File: config.mk
export PLATFORM = sky130hd
export DESIGN_NAME = interrupt_and_fault_flag_cmds
export DESIGN_NICKNAME = d
export VERILOG_FILES = /design/src/irq_cmd_pkg.sv /design/src/interrupt_and_fault_flag_cmds.sv /design/src/handler_vector_mem.sv /design/src/cmd_frame_rx.sv
export SDC_FILE = /design/constraint.sdc
export NUM_CORES = 1
export LEC_CHECK = 0
export BUFFER_PORTS_ARGS = -buffer_cell sky130_fd_sc_hd__buf_2
export CAP_MARGIN = 10
export CORE_MARGIN = 8
export CORE_UTILIZATION = 48
export CTS_CLUSTER_SIZE = 24
export DETAILED_ROUTE_END_ITERATION = 6
export PLACE_DENSITY = 0.7
export SLEW_MARGIN = 10
export SYNTH_ARGS = -nofsm -noshare
export SYNTH_HDL_FRONTEND = slang
export SYNTH_HIERARCHICAL = 1
export SYNTH_SLANG_ARGS = --single-unit
File: constraint.sdc
create_clock -name REF_CLK -period 14.05 [get_ports REF_CLK]
set_input_delay 2.1075 -clock REF_CLK [delete_from_list [all_inputs] [get_ports REF_CLK]]
set_output_delay 2.1075 -clock REF_CLK [all_outputs]
set_load 0.05 [all_outputs]
File: src/irq_cmd_pkg.sv
// constants for the interrupt and fault-flag command block
// assumes one clock domain; every consumer imports the whole package

package irq_cmd_pkg;

    // ------------
    // opcodes
    // ------------
    localparam logic [7:0] OP_FAULT_CLEAR   = 8'h24;
    localparam logic [7:0] OP_INTERRUPT_ON  = 8'h19;
    localparam logic [7:0] OP_INTERRUPT_OFF = 8'h1a;
    localparam logic [7:0] OP_HANDLER_DEF   = 8'h25;
    localparam logic [7:0] OP_HANDLER_RET   = 8'h26;

    // ------------
    // type field codes
    // ------------
    localparam logic [7:0] IRQ_GLOBAL_NUM    = 8'hff;
    localparam logic [7:0] FCLR_ALL          = 8'h00;
    localparam logic [7:0] FCLR_TIMEOUT      = 8'h01;
    localparam logic [7:0] FCLR_ALARM        = 8'h02;
    localparam logic [7:0] FCLR_DEVIATION    = 8'h03;
    localparam logic [7:0] FCLR_POSITION     = 8'h04;
    localparam logic [7:0] FCLR_SHUTDOWN     = 8'h05;

    // ------------
    // fault flag bit positions
    // ------------
    localparam int NUM_FAULTS    = 5;
    localparam int FB_TIMEOUT    = 0;
    localparam int FB_ALARM      = 1;
    localparam int FB_DEVIATION  = 2;
    localparam int FB_POSITION   = 3;
    localparam int FB_SHUTDOWN   = 4;
    localparam logic [NUM_FAULTS-1:0] FAULT_RESET = 5'h00;

    // ------------
    // command frame layout and reply status
    // ------------
    localparam int          FRAME_BYTES     = 9;
    localparam logic [3:0]  FRAME_LAST_IDX  = 4'h8;
    localparam logic [7:0]  ST_OK           = 8'h64;
    localparam logic [7:0]  ST_BAD_CSUM     = 8'h01;
    localparam logic [7:0]  ST_BAD_CMD      = 8'h02;
    localparam logic [7:0]  ST_BAD_TYPE     = 8'h03;
    localparam logic [7:0]  ST_NOT_IN_ISR   = 8'h06;

    // ------------
    // vector fetch sequencer
    // ------------
    typedef enum logic [1:0] {
        VF_IDLE  = 2'b01,
        VF_FETCH = 2'b10
    } vf_state_type;

endpackage : irq_cmd_pkg

File: src/interrupt_and_fault_flag_cmds.sv
// interrupt and fault-flag command execution for the program interpreter
// assumes host bytes, program instructions, fault events and interrupt
// requests all come from logic on REF_CLK; the interpreter applies
// PC_LOAD and CTX_RESTORE at an instruction boundary

`timescale 1ns/1ps

module interrupt_and_fault_flag_cmds
    import irq_cmd_pkg::*;
#(
    parameter int NUM_IRQ = 32,
    parameter int PC_W    = 16,
    parameter int FLAGS_W = 8
) (
    input  wire logic                  REF_CLK,
    input  wire logic                  SYS_RST,
    input  wire logic [7:0]            MODULE_ADDR,
    input  wire logic [7:0]            CMD_BYTE,
    input  wire logic                  CMD_BYTE_VALID,
    output      logic                  CMD_BYTE_READY,
    output      logic                  REPLY_VALID,
    output      logic [7:0]            REPLY_STATUS,
    output      logic [7:0]            REPLY_OPCODE,
    input  wire logic                  PROG_VALID,
    output      logic                  PROG_READY,
    input  wire logic [7:0]            PROG_OPCODE,
    input  wire logic [7:0]            PROG_TYPE,
    input  wire logic [31:0]           PROG_VALUE,
    input  wire logic [NUM_FAULTS-1:0] FAULT_EVENT,
    output      logic [NUM_FAULTS-1:0] FAULT_FLAGS,
    input  wire logic [NUM_IRQ-1:0]    IRQ_REQ,
    output      logic [NUM_IRQ-1:0]    IRQ_ENABLE,
    output      logic [NUM_IRQ-1:0]    IRQ_PENDING,
    output      logic                  GLOBAL_IRQ_EN,
    output      logic                  IN_HANDLER,
    input  wire logic                  INSTR_BOUNDARY,
    input  wire logic [31:0]           ACCU_IN,
    input  wire logic [31:0]           XREG_IN,
    input  wire logic [FLAGS_W-1:0]    FLAGS_IN,
    input  wire logic [PC_W-1:0]       PC_IN,
    output      logic                  PC_LOAD,
    output      logic                  CTX_RESTORE,
    output      logic [31:0]           ACCU_OUT,
    output      logic [31:0]           XREG_OUT,
    output      logic [FLAGS_W-1:0]    FLAGS_OUT,
    output      logic [PC_W-1:0]       PC_OUT
);

    localparam int IRQ_AW = (NUM_IRQ > 1) ? $clog2(NUM_IRQ) : 1;

    // ------------
    // elaboration checks
    // ------------
    // 255 is the global number, so at most 255 individual sources
    if (NUM_IRQ < 1 || NUM_IRQ > 255) begin : g_bad_irq
        $error("NUM_IRQ must be 1..255");
    end
    if (PC_W < 1 || PC_W > 32) begin : g_bad_pc
        $error("PC_W must be 1..32");
    end

    // ------------
    // decode helpers
    // ------------
    function automatic logic irq_num_ok(input logic [7:0] num);
        irq_num_ok = (32'(num) < NUM_IRQ);
    endfunction

    function automatic logic [NUM_FAULTS-1:0] fault_mask(input logic [7:0] typ);
        logic [NUM_FAULTS-1:0] m;
        m = '0;
        case (typ)
            FCLR_ALL:       m = '1;
            FCLR_TIMEOUT:   m[FB_TIMEOUT]   = 1'b1;
            FCLR_ALARM:     m[FB_ALARM]     = 1'b1;
            FCLR_DEVIATION: m[FB_DEVIATION] = 1'b1;
            FCLR_POSITION:  m[FB_POSITION]  = 1'b1;
            FCLR_SHUTDOWN:  m[FB_SHUTDOWN]  = 1'b1;
            default:        m = '0;
        endcase
        fault_mask = m;
    endfunction

    function automatic logic [IRQ_AW-1:0] lowest_set(input logic [NUM_IRQ-1:0] v);
        logic [IRQ_AW-1:0] r;
        r = '0;
        for (int i = NUM_IRQ - 1; i >= 0; i--) begin
            if (v[i]) begin
                r = IRQ_AW'(i);
            end
        end
        lowest_set = r;
    endfunction

    // ------------
    // frame receiver and vector store
    // ------------
    logic        frm_valid;
    logic        frm_ready;
    logic [7:0]  frm_addr;
    logic [7:0]  frm_op;
    logic [7:0]  frm_type;
    logic [7:0]  frm_bank;
    logic [31:0] frm_value;
    logic        frm_csum_ok;

    cmd_frame_rx u_rx (
        .clk         (REF_CLK),
        .rst         (SYS_RST),
        .byte_data   (CMD_BYTE),
        .byte_valid  (CMD_BYTE_VALID),
        .byte_ready  (CMD_BYTE_READY),
        .frm_valid   (frm_valid),
        .frm_ready   (frm_ready),
        .frm_addr    (frm_addr),
        .frm_op      (frm_op),
        .frm_type    (frm_type),
        .frm_bank    (frm_bank),
        .frm_value   (frm_value),
        .frm_csum_ok (frm_csum_ok)
    );

    logic              vec_wr;
    logic [IRQ_AW-1:0] vec_wr_addr;
    logic [PC_W-1:0]   vec_wr_data;
    logic              vec_rd;
    logic [IRQ_AW-1:0] vec_rd_addr;
    logic [PC_W-1:0]   vec_rd_data;

    handler_vector_mem #(
        .DEPTH  (NUM_IRQ),
        .WIDTH  (PC_W),
        .ADDR_W (IRQ_AW)
    ) u_vec (
        .clk     (REF_CLK),
        .wr_en   (vec_wr),
        .wr_addr (vec_wr_addr),
        .wr_data (vec_wr_data),
        .rd_en   (vec_rd),
        .rd_addr (vec_rd_addr),
        .rd_data (vec_rd_data)
    );

    // ------------
    // state
    // ------------
    vf_state_type          st_r,     st_nxt;
    logic [NUM_FAULTS-1:0] fault_r,  fault_nxt;
    logic [NUM_IRQ-1:0]    en_r,     en_nxt;
    logic [NUM_IRQ-1:0]    pend_r,   pend_nxt;
    logic                  gen_r,    gen_nxt;
    logic                  isr_r,    isr_nxt;
    logic [31:0]           s_acc_r,  s_acc_nxt;
    logic [31:0]           s_x_r,    s_x_nxt;
    logic [FLAGS_W-1:0]    s_fl_r,   s_fl_nxt;
    logic [PC_W-1:0]       s_pc_r,   s_pc_nxt;
    logic                  pcl_r,    pcl_nxt;
    logic                  rst_r,    rst_nxt;
    logic [PC_W-1:0]       pc_o_r,   pc_o_nxt;
    logic                  rpv_r,    rpv_nxt;
    logic [7:0]            rps_r,    rps_nxt;
    logic [7:0]            rpo_r,    rpo_nxt;

    logic              entry_go;
    logic              accept;
    logic              from_host;
    logic              exec;
    logic [7:0]        c_op;
    logic [7:0]        c_type;
    logic [31:0]       c_value;
    logic [7:0]        status;
    logic [NUM_IRQ-1:0] pend_clr;
    logic [NUM_IRQ-1:0] set_en;
    logic [NUM_IRQ-1:0] clr_en;
    logic [IRQ_AW-1:0] sel_irq;

    // an interrupt only starts between instructions and never nests
    assign sel_irq  = lowest_set(pend_r & en_r);
    assign entry_go = (st_r == VF_IDLE) && gen_r && !isr_r && INSTR_BOUNDARY
                      && |(pend_r & en_r);
    // host frames win over program instructions; both wait during a fetch
    assign accept     = (st_r == VF_IDLE) && !entry_go;
    assign frm_ready  = accept;
    assign PROG_READY = accept && !frm_valid;
    assign from_host  = frm_valid;
    assign c_op       = from_host ? frm_op    : PROG_OPCODE;
    assign c_type     = from_host ? frm_type  : PROG_TYPE;
    assign c_value    = from_host ? frm_value : PROG_VALUE;
    // frames for another module address are dropped without a reply
    assign exec = accept && ((from_host && frm_addr == MODULE_ADDR && frm_csum_ok)
                  || (!from_host && PROG_VALID));

    // ------------
    // pending requests, one sticky bit per source
    // ------------
    for (genvar g = 0; g < NUM_IRQ; g++) begin : g_pend
        // a request in the clearing cycle survives
        assign pend_nxt[g] = (pend_r[g] & ~pend_clr[g]) | IRQ_REQ[g];
        assign pend_clr[g] = entry_go && (sel_irq == IRQ_AW'(g));
        assign set_en[g]   = exec && c_op == OP_INTERRUPT_ON
                             && c_type == 8'(g);
        assign clr_en[g]   = exec && c_op == OP_INTERRUPT_OFF
                             && c_type == 8'(g);
    end

    // ------------
    // command execution
    // ------------
    always_comb begin
        st_nxt    = st_r;
        // set wins over clear for fault events
        fault_nxt = fault_r | FAULT_EVENT;
        en_nxt    = (en_r | set_en) & ~clr_en;
        gen_nxt   = gen_r;
        isr_nxt   = isr_r;
        s_acc_nxt = s_acc_r;
        s_x_nxt   = s_x_r;
        s_fl_nxt  = s_fl_r;
        s_pc_nxt  = s_pc_r;
        pcl_nxt   = 1'b0;
        rst_nxt   = 1'b0;
        pc_o_nxt  = pc_o_r;
        rpv_nxt   = 1'b0;
        rps_nxt   = rps_r;
        rpo_nxt   = rpo_r;
        vec_wr    = 1'b0;
        vec_rd    = 1'b0;
        vec_rd_addr = sel_irq;
        vec_wr_addr = c_type[IRQ_AW-1:0];
        vec_wr_data = c_value[PC_W-1:0];
        status    = ST_OK;

        // bank field is never looked at here; value is only used as the handler address
        case (c_op)
            OP_FAULT_CLEAR: begin
                if (c_type > FCLR_SHUTDOWN) begin
                    status = ST_BAD_TYPE;
                end else if (exec) begin
                    fault_nxt = (fault_r & ~fault_mask(c_type)) | FAULT_EVENT;
                end
            end
            OP_INTERRUPT_ON: begin
                if (c_type == IRQ_GLOBAL_NUM) begin
                    gen_nxt = gen_r | exec;
                end else if (!irq_num_ok(c_type)) begin
                    status = ST_BAD_TYPE;
                end
            end
            OP_INTERRUPT_OFF: begin
                if (c_type == IRQ_GLOBAL_NUM) begin
                    gen_nxt = gen_r & ~exec;
                end else if (!irq_num_ok(c_type)) begin
                    status = ST_BAD_TYPE;
                end
            end
            OP_HANDLER_DEF: begin
                if (!irq_num_ok(c_type)) begin
                    status = ST_BAD_TYPE;
                end else begin
                    vec_wr = exec;
                end
            end
            OP_HANDLER_RET: begin
                // a return outside a handler has no saved context to use
                if (!isr_r) begin
                    status = ST_NOT_IN_ISR;
                end else if (exec) begin
                    rst_nxt  = 1'b1;
                    pc_o_nxt = s_pc_r;
                    isr_nxt  = 1'b0;
                end
            end
            default: begin
                status = ST_BAD_CMD;
            end
        endcase

        // reply only for frames addressed to this module
        if (accept && from_host && frm_addr == MODULE_ADDR) begin
            rpv_nxt = 1'b1;
            rps_nxt = frm_csum_ok ? status : ST_BAD_CSUM;
            rpo_nxt = frm_op;
        end

        case (st_r)
            VF_IDLE: begin
                if (entry_go) begin
                    vec_rd    = 1'b1;
                    isr_nxt   = 1'b1;
                    s_acc_nxt = ACCU_IN;
                    s_x_nxt   = XREG_IN;
                    s_fl_nxt  = FLAGS_IN;
                    s_pc_nxt  = PC_IN;
                    st_nxt    = VF_FETCH;
                end
            end
            VF_FETCH: begin
                pcl_nxt  = 1'b1;
                pc_o_nxt = vec_rd_data;
                st_nxt   = VF_IDLE;
            end
            default: begin
                st_nxt = VF_IDLE;
            end
        endcase
    end

    always_ff @(posedge REF_CLK or posedge SYS_RST) begin
        if (SYS_RST) begin
            st_r    <= VF_IDLE;
            fault_r <= FAULT_RESET;
            en_r    <= '0;
            pend_r  <= '0;
            gen_r   <= 1'b0;
            isr_r   <= 1'b0;
            s_acc_r <= 32'h0000_0000;
            s_x_r   <= 32'h0000_0000;
            s_fl_r  <= '0;
            s_pc_r  <= '0;
            pcl_r   <= 1'b0;
            rst_r   <= 1'b0;
            pc_o_r  <= '0;
            rpv_r   <= 1'b0;
            rps_r   <= 8'h00;
            rpo_r   <= 8'h00;
        end else begin
            st_r    <= st_nxt;
            fault_r <= fault_nxt;
            en_r    <= en_nxt;
            pend_r  <= pend_nxt;
            gen_r   <= gen_nxt;
            isr_r   <= isr_nxt;
            s_acc_r <= s_acc_nxt;
            s_x_r   <= s_x_nxt;
            s_fl_r  <= s_fl_nxt;
            s_pc_r  <= s_pc_nxt;
            pcl_r   <= pcl_nxt;
            rst_r   <= rst_nxt;
            pc_o_r  <= pc_o_nxt;
            rpv_r   <= rpv_nxt;
            rps_r   <= rps_nxt;
            rpo_r   <= rpo_nxt;
        end
    end

    // ------------
    // outputs
    // ------------
    assign FAULT_FLAGS   = fault_r;
    assign IRQ_ENABLE    = en_r;
    assign IRQ_PENDING   = pend_r;
    assign GLOBAL_IRQ_EN = gen_r;
    assign IN_HANDLER    = isr_r;
    assign PC_LOAD       = pcl_r;
    assign CTX_RESTORE   = rst_r;
    assign PC_OUT        = pc_o_r;
    assign ACCU_OUT      = s_acc_r;
    assign XREG_OUT      = s_x_r;
    assign FLAGS_OUT     = s_fl_r;
    assign REPLY_VALID   = rpv_r;
    assign REPLY_STATUS  = rps_r;
    assign REPLY_OPCODE  = rpo_r;

endmodule // interrupt_and_fault_flag_cmds

File: src/handler_vector_mem.sv
// handler entry address store, one word per interrupt number
// assumes a single clock; read data is registered, one cycle after rd_en

`timescale 1ns/1ps

module handler_vector_mem #(
    parameter int DEPTH  = 32,
    parameter int WIDTH  = 16,
    parameter int ADDR_W = 5
) (
    input  wire logic              clk,
    input  wire logic              wr_en,
    input  wire logic [ADDR_W-1:0] wr_addr,
    input  wire logic [WIDTH-1:0]  wr_data,
    input  wire logic              rd_en,
    input  wire logic [ADDR_W-1:0] rd_addr,
    output      logic [WIDTH-1:0]  rd_data
);

    logic [WIDTH-1:0] mem [DEPTH];

    if ((1 << ADDR_W) < DEPTH) begin : g_bad_addr
        $error("handler_vector_mem: ADDR_W too small for DEPTH");
    end

    // no reset on the array so it maps to ram; contents undefined until defined
    always_ff @(posedge clk) begin
        if (wr_en) begin
            mem[wr_addr] <= wr_data;
        end
        if (rd_en) begin
            rd_data <= mem[rd_addr];
        end
    end

endmodule // handler_vector_mem

File: src/cmd_frame_rx.sv
// assembles nine-byte command frames and checks their checksum
// assumes bytes arrive from logic on the same clock with a valid/ready pair

`timescale 1ns/1ps

module cmd_frame_rx
    import irq_cmd_pkg::*;
(
    input  wire logic        clk,
    input  wire logic        rst,
    input  wire logic [7:0]  byte_data,
    input  wire logic        byte_valid,
    output      logic        byte_ready,
    output      logic        frm_valid,
    input  wire logic        frm_ready,
    output      logic [7:0]  frm_addr,
    output      logic [7:0]  frm_op,
    output      logic [7:0]  frm_type,
    output      logic [7:0]  frm_bank,
    output      logic [31:0] frm_value,
    output      logic        frm_csum_ok
);

    logic [3:0]  idx_r,  idx_nxt;
    logic [7:0]  sum_r,  sum_nxt;
    logic        full_r, full_nxt;
    logic        ok_r,   ok_nxt;
    logic [7:0]  buf_r   [FRAME_BYTES-1];
    logic [7:0]  buf_nxt [FRAME_BYTES-1];

    // a held frame stalls the byte stream until the command is taken
    assign byte_ready  = !full_r;
    assign frm_valid   = full_r;
    assign frm_csum_ok = ok_r;
    assign frm_addr    = buf_r[0];
    assign frm_op      = buf_r[1];
    assign frm_type    = buf_r[2];
    assign frm_bank    = buf_r[3];
    assign frm_value   = {buf_r[4], buf_r[5], buf_r[6], buf_r[7]};

    always_comb begin
        idx_nxt  = idx_r;
        sum_nxt  = sum_r;
        full_nxt = full_r;
        ok_nxt   = ok_r;
        buf_nxt  = buf_r;
        if (full_r && frm_ready) begin
            full_nxt = 1'b0;
        end
        if (byte_valid && !full_r) begin
            if (idx_r == FRAME_LAST_IDX) begin
                ok_nxt   = (sum_r == byte_data);
                full_nxt = 1'b1;
                idx_nxt  = 4'h0;
                sum_nxt  = 8'h00;
            end else begin
                buf_nxt[idx_r[2:0]] = byte_data;
                sum_nxt = sum_r + byte_data;
                idx_nxt = idx_r + 4'h1;
            end
        end
    end

    always_ff @(posedge clk or posedge rst) begin
        if (rst) begin
            idx_r  <= 4'h0;
            sum_r  <= 8'h00;
            full_r <= 1'b0;
            ok_r   <= 1'b0;
            for (int i = 0; i < FRAME_BYTES - 1; i++) begin
                buf_r[i] <= 8'h00;
            end
        end else begin
            idx_r  <= idx_nxt;
            sum_r  <= sum_nxt;
            full_r <= full_nxt;
            ok_r   <= ok_nxt;
            buf_r  <= buf_nxt;
        end
    end

endmodule // cmd_frame_rx

==> metrics, run 1 <==
Worst Path Arrival=5980 ps; relative slew slack=between 20% and 30%; crit end category=register; Worst Path Required=roughly 14000 ps; Core Rows=95; leakage power=14.11 nW; Worst Hold End=PC_OUT[4]$_DFFE_PP0P_; synthesis-to-layout area growth=15.79%; grt ovf=0; fin crit period=5745 ps; syn_area_per_cell=14.89 µm²; total track usage=21.45%; fmax=174.1 MHz; GR peak layer=met2; die span in x=approximately 280 µm; remaining routing DRC violations=0; core footprint=66920 µm²; vias after detailed routing=20390; worst reg2reg path depth=12; final WL=83740 µm; hold_sp=u_vec/rd_data[4]$_DFFE_PP_; CP Class=in2reg; worst min path class=reg2reg; outcome=complete, no violations; I/O Buffers=354; Critical R2R Launch=IRQ_ENABLE[23]$_DFF_PP0_; final worst path period share=40.89%; Crit path max-delay family=simple AND/OR/NAND/NOR gates; Hold Path Depth=1; setup violators final=0; Final Max Tran Viols=0; grt met1 use=a little over a quarter; Final Hold Violating Endpoints=0; clk buf depth=3; gate count of the mapped netlist=2169; setup_tns=0 ps; startpoint types=primary input; R2R Path End=u_vec/rd_data[8]$_DFFE_PP_; Post-CTS Hold Fix Bufs=0; DRT iter0 DRCs=1687; CP Cell Sequence=buf_2 > xnor2_1 > nand4_1 > nor4_1 > o211ai_1 > nor3b_1 > or3b_2 > nor2_2; root buffer cell=clkbuf_16; Pwr Density=135.1 nW/µm²; I/O pin cnt=374; clk slew on worst S/H paths=60 ps; Die H=275.4 µm; Starting Density=48.28%; die area=around 76000 µm²; Clock H-tree levels=3; worst-path maximum fanout=16; number of post-CTS setup repair buffers=0; largest net degree at the start of global routing=117; Buf/Inv on CP=1; max cap viols=0; GP Congestion=0.9005; clk sinks=774; Inserted Clock Buffers=79; Post-layout nets=2744; post-synthesis cell area=approximately 32000 µm²; CTS resizes=0; first-pass GRT wire length=between 100000 and 150000 µm; yosys warns=6; post-DP HPWL=53780 µm; CP peak stage delay=820 ps; CP max-delay cell=nor4_1; overall power=5.053 mW; Setup Skew=20.66 ps; grt met2 use=35.47%; share of cells above drive strength 1=a little over a quarter; Detailed Routing Iterations Pass 1=6; Skew-Pair Late Insertion Delay=slightly above 600 ps; Layout Utilization=55.90%; Via density=between 5 and 6; WL/cell=between 20 and 25 µm; antenna viol nets, final=0; Peak VDD IR=around 93 µV; R2R Setup Slk=8790 ps; initial antenna violation count=10; Worst-Margin Slew=between 1000 and 1500 ps; met3 global-route usage=4.625%; Filler cells=5259; unrepaired setup endpoints after global routing=no; vias in the first global route=20260; TritonCTS clock tree=built
metal layers:
layer / vias up / share of wire, %
li1: 9139 / -
met1: 10110 / 39
met2: 967 / 49
met3: 180 / 8.6
met4: 0 / 3.8
met5: - / 0
power breakdown:
part           switching (mW)  total (mW)  internal, mW
combinational           0.241       0.403         0.161
sequential             0.0557        2.60          2.54
clock                   0.849        2.05          1.20
total                    1.15        5.05          3.91
registers in the layout, summed over array words and instances (netlist names), 16 cells and up, named ones only:
name and count:
u_vec/mem 512, ACCU_OUT 32, IRQ_ENABLE 32, IRQ_PENDING 32, XREG_OUT 32, PC_OUT 16, s_pc_r 16, u_rx/frm_value 16
u_vec/rd_data 16
layout make-up:
| type | count | area (µm²) | share of cell area (%) |
|---|---|---|---|
| Tap cell | 873 | 1092 | 2.920 |
| Timing Repair Buffer | 401 | 2125 | 5.679 |
| Multi-Input combinational cell | 1253 | 9480 | 25.34 |
| Clock buffer | 101 | 2132 | 5.699 |
| Antenna cell | 11 | 27.53 | 0.07358 |
| Inverter | 31 | 132.6 | 0.3545 |
| Clock inverter | 41 | 406.6 | 1.087 |
| Sequential cell | 774 | 22010 | 58.84 |
worst max-delay path by stage:
stage	to	slack (ps)	start	cells past startpoint
4_1_cts	u_vec/mem[24][13]$_DFFE_PP_	8390	MODULE_ADDR[3]	8
2_1_floorplan	ACCU_OUT[0]$_DFFE_PP0P_	6720	SYS_RST	1
3_3_place_gp	u_vec/mem[24][15]$_DFFE_PP_	7780	MODULE_ADDR[6]	8
3_5_place_dp	u_vec/mem[24][15]$_DFFE_PP_	7740	MODULE_ADDR[3]	8
5_1_grt	u_vec/mem[24][13]$_DFFE_PP_	8130	MODULE_ADDR[3]	8
6_report	u_vec/mem[24][13]$_DFFE_PP_	8300	MODULE_ADDR[3]	8
stage by stage:
step	instances	cell area [µm²]	hold WS, ps	worst slack, ps
finish	3485	37410	455.0	8305
global route	3484	37410	475.1	8130
CTS	3474	37370	457.2	8392
detailed placement	3332	34840	445.3	7737
global placement	3332	34840	440.0	7777
floorplan	2171	32310	434.9	6717
placed cells by master (no fill, tap or decap), drive strengths merged, types with 7 or more instances in the layout:
| cell | n |
|---|---|
| a211o | 18 |
| a21oi | 71 |
| a22o | 42 |
| a22oi | 81 |
| a31oi | 58 |
| a32o | 7 |
| a41oi | 33 |
| and2 | 7 |
| and3 | 19 |
| buf | 401 |
| bufinv | 7 |
| clkbuf | 101 |
| clkinv | 33 |
| dfrtp | 245 |
| diode | 11 |
| edfxtp | 528 |
| ha | 9 |
| inv | 29 |
| mux2 | 153 |
| mux2i | 265 |
| nand2 | 98 |
| nand2b | 12 |
| nand3 | 49 |
| nand3b | 7 |
| nand4 | 25 |
| nor2 | 146 |
| nor2b | 8 |
| nor3 | 39 |
| nor4 | 9 |
| o21ai | 20 |
| xnor2 | 9 |
(Power assumes the default switching activity.)
==> run 2: changes to the inputs <==
==> constraint.sdc (replaced) <==
create_clock -name REF_CLK -period 5.8 [get_ports REF_CLK]
set_input_delay 0.87 -clock REF_CLK [delete_from_list [all_inputs] [get_ports REF_CLK]]
set_output_delay 0.87 -clock REF_CLK [all_outputs]
set_load 0.05 [all_outputs]
==> run 2 against run 1 <==
Clock-buffer cell count unchanged. Final cell count increased by 0.11%. Worst hold slack got worse by 160 ps. Register-to-register slack got worse by 7600 ps. First-iteration DRC count increased by 2.8%. Setup slack got worse by 7100 ps. Largest power group unchanged.
==> metrics, run 2 (synthesized netlist as in run 1, its figures left out) <==
crit end category=register; outcome=complete, no violations; Layout Utilization=56.32% (+0.42 points); setup_tns=0 ps (unchanged); fmax=217.9 MHz; TritonCTS clock tree=built; commonest non-fill, non-tap cells in the layout=edfxtp_1 (528), buf_2 (354), mux2i_1 (265); core footprint=66920 µm² (unchanged); Detailed Routing Iterations Pass 1=5 (-1); clk slew on worst S/H paths=60 ps (about the same); remaining routing DRC violations=0 (unchanged); worst reg2reg path depth=10 (-2); synthesis-to-layout area growth=16.66%; vias in the first global route=20420 (+0.80%); clk buf depth=3 (unchanged); leakage power=14.26 nW (+1.1%); I/O Buffers=354 (unchanged); relative slew slack=22.26% (+1.1 points); die span in x=275.4 µm (unchanged); Die H=275.4 µm (unchanged); Reg with most FFs=u_vec/mem; worst-path maximum fanout=64 (+48); Worst-Margin Slew=1162 ps (-16.38 ps); critical path launch point=IRQ_ENABLE[24]$_DFF_PP0_; final WL=84530 µm (+0.94%); Pwr Density=333.9 nW/µm² (+150%); Final Hold Violating Endpoints=0 (unchanged); Setup Skew=26.48 ps (+5.823 ps); GP Congestion=0.9017 (+0.13%); fin crit period=between 4000 and 5000 ps; worst min path class=in2async; die area=75860 µm² (unchanged); Critical R2R Launch=IRQ_ENABLE[24]$_DFF_PP0_; total track usage=21.81% (+0.36 points); antenna viol nets, final=0 (unchanged); Skew-Pair Late Insertion Delay=630 ps (+20 ps); Core Rows=95 (unchanged); initial antenna violation count=8 (-2); unrepaired setup endpoints after global routing=no; Final Max Tran Viols=0 (unchanged); Peak VDD IR=197.2 µV (+110%); clk sinks=774 (unchanged); post-DP HPWL=54570 µm (+1.5%); CTS resizes=0 (unchanged); Largest register FFs=512 (unchanged); root buffer cell=clkbuf_16; Clock H-tree levels=3 (unchanged); most common cell after layout, fill and taps aside=edfxtp_1; WL/cell=24.23 µm (+0.83%); final worst path period share=around 79%; number of post-CTS setup repair buffers=0 (unchanged); startpoint types=register; grt ovf=0 (unchanged); setup violators final=0 (unchanged); Post-layout nets=2752 (+0.29%); overall power=12.58 mW (+150%); PnR worst setup slack=1210 ps (-7095 ps); Inserted Clock Buffers=79 (unchanged); Post-CTS Hold Fix Bufs=0 (unchanged); Critical Path Sink=u_vec/rd_data[4]$_DFFE_PP_; R2R Setup Slk=1210 ps (-7580 ps); DRT iter0 DRCs=1735 (+2.8%); Via density=5.855 (about the same); share of cells above drive strength 1=27.20% (+0.55 points); vias after detailed routing=20430 (+0.18%); worst slack, placed=1378 ps (-6360 ps); Worst Path Required=6120 ps (-8160 ps); Starting Density=48.28% (unchanged); Placed Cells=3340 (+0.24%); first-pass GRT wire length=126400 µm (+2.7%); R2R Path End=u_vec/rd_data[4]$_DFFE_PP_; Layout Cells excl Fill=3489 (+0.11%); max cap viols=0 (unchanged); CP Class=reg2reg; I/O pin cnt=374 (unchanged); Worst Path Arrival=4910 ps (-1070 ps); largest net degree at the start of global routing=114 (-2.6%)
[run 2: cell count changes in the layout (fill, tap and decap cells not counted), sizes merged]
cell / delta
buf: +8
clkinv: -6
bufinv: +5
diode: -2
clkinvlp: -1
[run 2: power by group]
part           leakage (nW)  internal, mW  switching (mW)
sequential             7.89          6.16           0.141
clock                  1.33          3.17            2.13
combinational          5.05         0.395           0.579
total                  14.3          9.73            2.86
[run 2: worst max-delay path, stage by stage, from the launching register on]
cell and delay, ps:
dfrtp_1 440, a22oi_1 320, o211ai_1 160, a31oi_1 290, o21ai_0 330, a31oi_1 750
and2_4 860, a22o_1 280, nor3_1 50, a31oi_1 460, nand3_1 260
[run 2: metrics by stage]
| stage | cell area [µm²] | hold slack [ps] |
|---|---|---|
| after global routing | 37690 | 323.3 |
| after detailed placement | 34950 | 445.7 |
| final | 37690 | 290.2 |
| after floorplan | 32320 | 434.9 |
| after global placement | 34950 | 443.9 |
| after CTS | 37660 | 274.8 |
[run 2: final cells by class]
type	count	area, µm²
multi-input combinational	1253	9478
sequential	774	22010
antenna	9	22.52
inverter	31	127.6
clock inverter	39	548.0
clock buffer	101	2161
timing repair buffer	409	2247
tap	873	1092
fill	5239	29230
[run 2: how the worst min path moves through the flow]
stage,start,endpoint,slack (ps),cells after the start
CTS,SYS_RST,REPLY_OPCODE[7]$_DFFE_PP0P_,270,2
global placement,u_vec/rd_data[15]$_DFFE_PP_,PC_OUT[15]$_DFFE_PP0P_,440,1
detailed placement,u_vec/rd_data[0]$_DFFE_PP_,PC_OUT[0]$_DFFE_PP0P_,450,1
global route,SYS_RST,REPLY_STATUS[0]$_DFFE_PP0P_,320,2
finish,SYS_RST,REPLY_STATUS[0]$_DFFE_PP0P_,290,2
floorplan,u_vec/rd_data[0]$_DFFE_PP_,PC_OUT[0]$_DFFE_PP0P_,430,1
[run 2: metal layers]
layer | vias up | global-route usage, % | wire length, µm
met5 | - | 0 | 0
met4 | 0 | 8.793 | 2782
met3 | 162 | 3.239 | 5830
met2 | 786 | 36.61 | 41810
met1 | 10320 | 28.39 | 34110
li1 | 9161 | - | -
==> run 3: changes to the inputs <==
--- a/config.mk
+++ b/config.mk
@@ -11,7 +11,7 @@
 export CORE_UTILIZATION = 48
 export CTS_CLUSTER_SIZE = 24
 export DETAILED_ROUTE_END_ITERATION = 6
-export PLACE_DENSITY = 0.7
+export PLACE_DENSITY = 0.73
 export SLEW_MARGIN = 10
 export SYNTH_ARGS = -nofsm -noshare
 export SYNTH_HDL_FRONTEND = slang
==> constraint.sdc (replaced) <==
create_clock -name REF_CLK -period 3.8 [get_ports REF_CLK]
set_input_delay 0.57 -clock REF_CLK [delete_from_list [all_inputs] [get_ports REF_CLK]]
set_output_delay 0.57 -clock REF_CLK [all_outputs]
set_load 0.05 [all_outputs]
==> run 3 against run 2 <==
The flow now finishes with violations (design-rule violations, negative setup slack). Register-to-register slack got worse by 1200 ps. Worst hold slack got worse by 200 ps. Final cell count rose by 2.7%. Routed wire length rose by 1.5%. Total power rose by 50%. Global-route usage rose by 0.33 points. Sequential power rose by 53%. Die area did not move. Sequential share of layout area fell by 1.2 points. Fmax rose by 21%. Largest power group unchanged. Highest routed layer unchanged.
==> metrics, run 3 (synthesized netlist as in run 1, its figures left out) <==
Layout Utilization=57.56% (+1.2 points); initial antenna violation count=15 (+7); GP Congestion=0.9132 (+1.3%); clk slew on worst S/H paths=60 ps (about the same); clk sinks=774 (unchanged); Post-layout nets=2837 (+3.1%); DRT iter0 DRCs=1971 (+14%); CP Cell Sequence=a22o_1 > o211ai_1 > a31oi_1 > o21ai_0 > a31oi_1 > buf_4 > nor2b_4 > buf_4 > buf_12 > a22oi_1 > a31oi_1 > nand3_1; Clock H-tree levels=3 (unchanged); grt ovf=0 (unchanged); root buffer cell=clkbuf_16; share of cells above drive strength 1=29.93% (+2.7 points); Worst-Margin Slew=961.1 ps (-200.7 ps); post-DP HPWL=57670 µm (+5.7%); crit end category=register; Core Rows=95 (unchanged); I/O Buffers=354 (unchanged); Peak VDD IR=290.4 µV (+47%); core footprint=66920 µm² (unchanged); Final Max Tran Viols=0 (unchanged); outcome=finished, violations left; critical path depth in cells=12 (+2); Skew-Pair Late Insertion Delay=630 ps (about the same); Via density=5.791 (-1.1%); Die H=275.4 µm (unchanged); fin crit period=3807 ps (-783.1 ps); Starting Density=48.28% (unchanged); Worst Path Arrival=4120 ps (-790 ps); post-route cell area=38520 µm² (+2.2%); die span in x=275.4 µm (unchanged); worst-path maximum fanout=22 (-66%); total track usage=22.14% (+0.33 points); Largest register FFs=512 (unchanged); synthesis-to-layout area growth=19.24%; Layout Cells excl Fill=3583 (+2.7%); unrepaired setup endpoints after global routing=no; max cap viols=0 (unchanged); first-pass GRT wire length=127900 µm (+1.2%); setup violators final=1 (+1); Filler cells=5172 (-1.3%); Crit path max-delay family=compound AO/OA/AOI/OAI gates; most common cell after layout, fill and taps aside=edfxtp_1; vias in the first global route=20950 (+2.6%); CP max-delay cell=dfrtp_1; Multi-input gate area=9507 µm² (+0.30%); relative slew slack=35.93% (+14 points); Reg with most FFs=u_vec/mem; CP Class=reg2reg; Final Hold Violating Endpoints=0 (unchanged); worst min path class=in2async; WL/cell=23.93 µm (-1.2%); startpoint types=register; worst reg2reg path depth=12 (+2); Inserted Clock Buffers=79 (unchanged); fmax=262.7 MHz (+21%); TritonCTS clock tree=built; CP most frequent cell=a31oi_1; Worst Path Required=4110 ps (-2010 ps); final WL=85760 µm (+1.5%); die area=75860 µm² (unchanged); Pwr Density=489.3 nW/µm² (+47%); commonest non-fill, non-tap cells in the layout=edfxtp_1 (528), buf_2 (353), mux2i_1 (265); vias after detailed routing=20750 (+1.6%); PnR worst setup slack=-6.931 ps (-1217 ps); Detailed Routing Iterations Pass 1=7 (+2); Setup Skew=26.14 ps (-0.3458 ps); clk buf depth=3 (unchanged); antenna viol nets, final=0 (unchanged); final worst path period share=100.2% (+21 points); remaining routing DRC violations=1 (+1); CP peak stage delay=470 ps (-390 ps); Buf/Inv on CP=3 (+3); overall power=18.85 mW (+50%); largest net degree at the start of global routing=109 (-4.4%); I/O pin cnt=374 (unchanged); Storage cell area=22020 µm² (about the same); placed cell area=35880 µm² (+2.7%); leakage power=14.69 nW (+3.0%); failing checks=design-rule violations, negative setup slack; Placed Cells=3423 (+2.5%)
[run 3: cell types whose count changed in the layout (fill, tap and decap cells not counted), sizes merged]
| cell | change |
|---|---|
| inv | +2 |
| diode | +5 |
| clkinv | +2 |
| buf | +84 |
| clkbuf | +8 |
| bufinv | -7 |
[run 3: what timing repair did]
item | 4_1_cts | 5_1_grt
gates resized for setup | 0 | 1
hold buffers | 0 | 0
setup buffers | 0 | 2
setup endpoints to repair | 0 | 285
[run 3: final cells by class]
class / count / share of cell area [%]
tap: 873 / 2.836
inverter: 31 / 0.3345
clock buffer: 108 / 5.788
antenna: 14 / 0.09094
sequential: 774 / 57.17
multi-input combinational: 1253 / 24.68
clock inverter: 36 / 0.9224
timing repair buffer: 494 / 8.179
[run 3: where the power goes]
part	leakage [nW]	switching (mW)	total, mW	internal (mW)
sequential	7.88	0.212	9.61	9.40
combinational	5.53	0.910	1.54	0.628
clock	1.28	3.22	7.70	4.48
[run 3: worst paths after layout]
check,end,startpoint,slack [ps]
max in group asynchronous,s_pc_r[14]$_DFFE_PP0P_,SYS_RST,2660
hold reg to reg,PC_OUT[9]$_DFFE_PP0P_,u_vec/rd_data[9]$_DFFE_PP_,460
setup / recovery,u_vec/rd_data[4]$_DFFE_PP_,IRQ_ENABLE[30]$_DFF_PP0_,-7
hold / removal,IRQ_PENDING[3]$_DFF_PP0_,SYS_RST,90
min in group REF_CLK,XREG_OUT[3]$_DFFE_PP0P_,XREG_IN[3],170
setup reg to reg,u_vec/rd_data[4]$_DFFE_PP_,IRQ_ENABLE[30]$_DFF_PP0_,-7
[run 3: metrics by stage]
step	hold WS (ps)	setup WS [ps]	setup TNS [ps]
detailed placement	444.2	41.26	0
CTS	82.23	8.917	0
global route	140.2	7.340	0
global placement	440.9	112.9	0
finish	86.35	-6.931	-6.931
floorplan	434.9	-408.1	-25740
[run 3: metal layers]
metal	track usage, %	vias to the layer above	part of all wire [%]
met5	0	-	0
met4	9.239	0	3.5
met3	4.417	164	8.0
met2	36.46	891	49
met1	28.55	10360	40
li1	-	9334	-
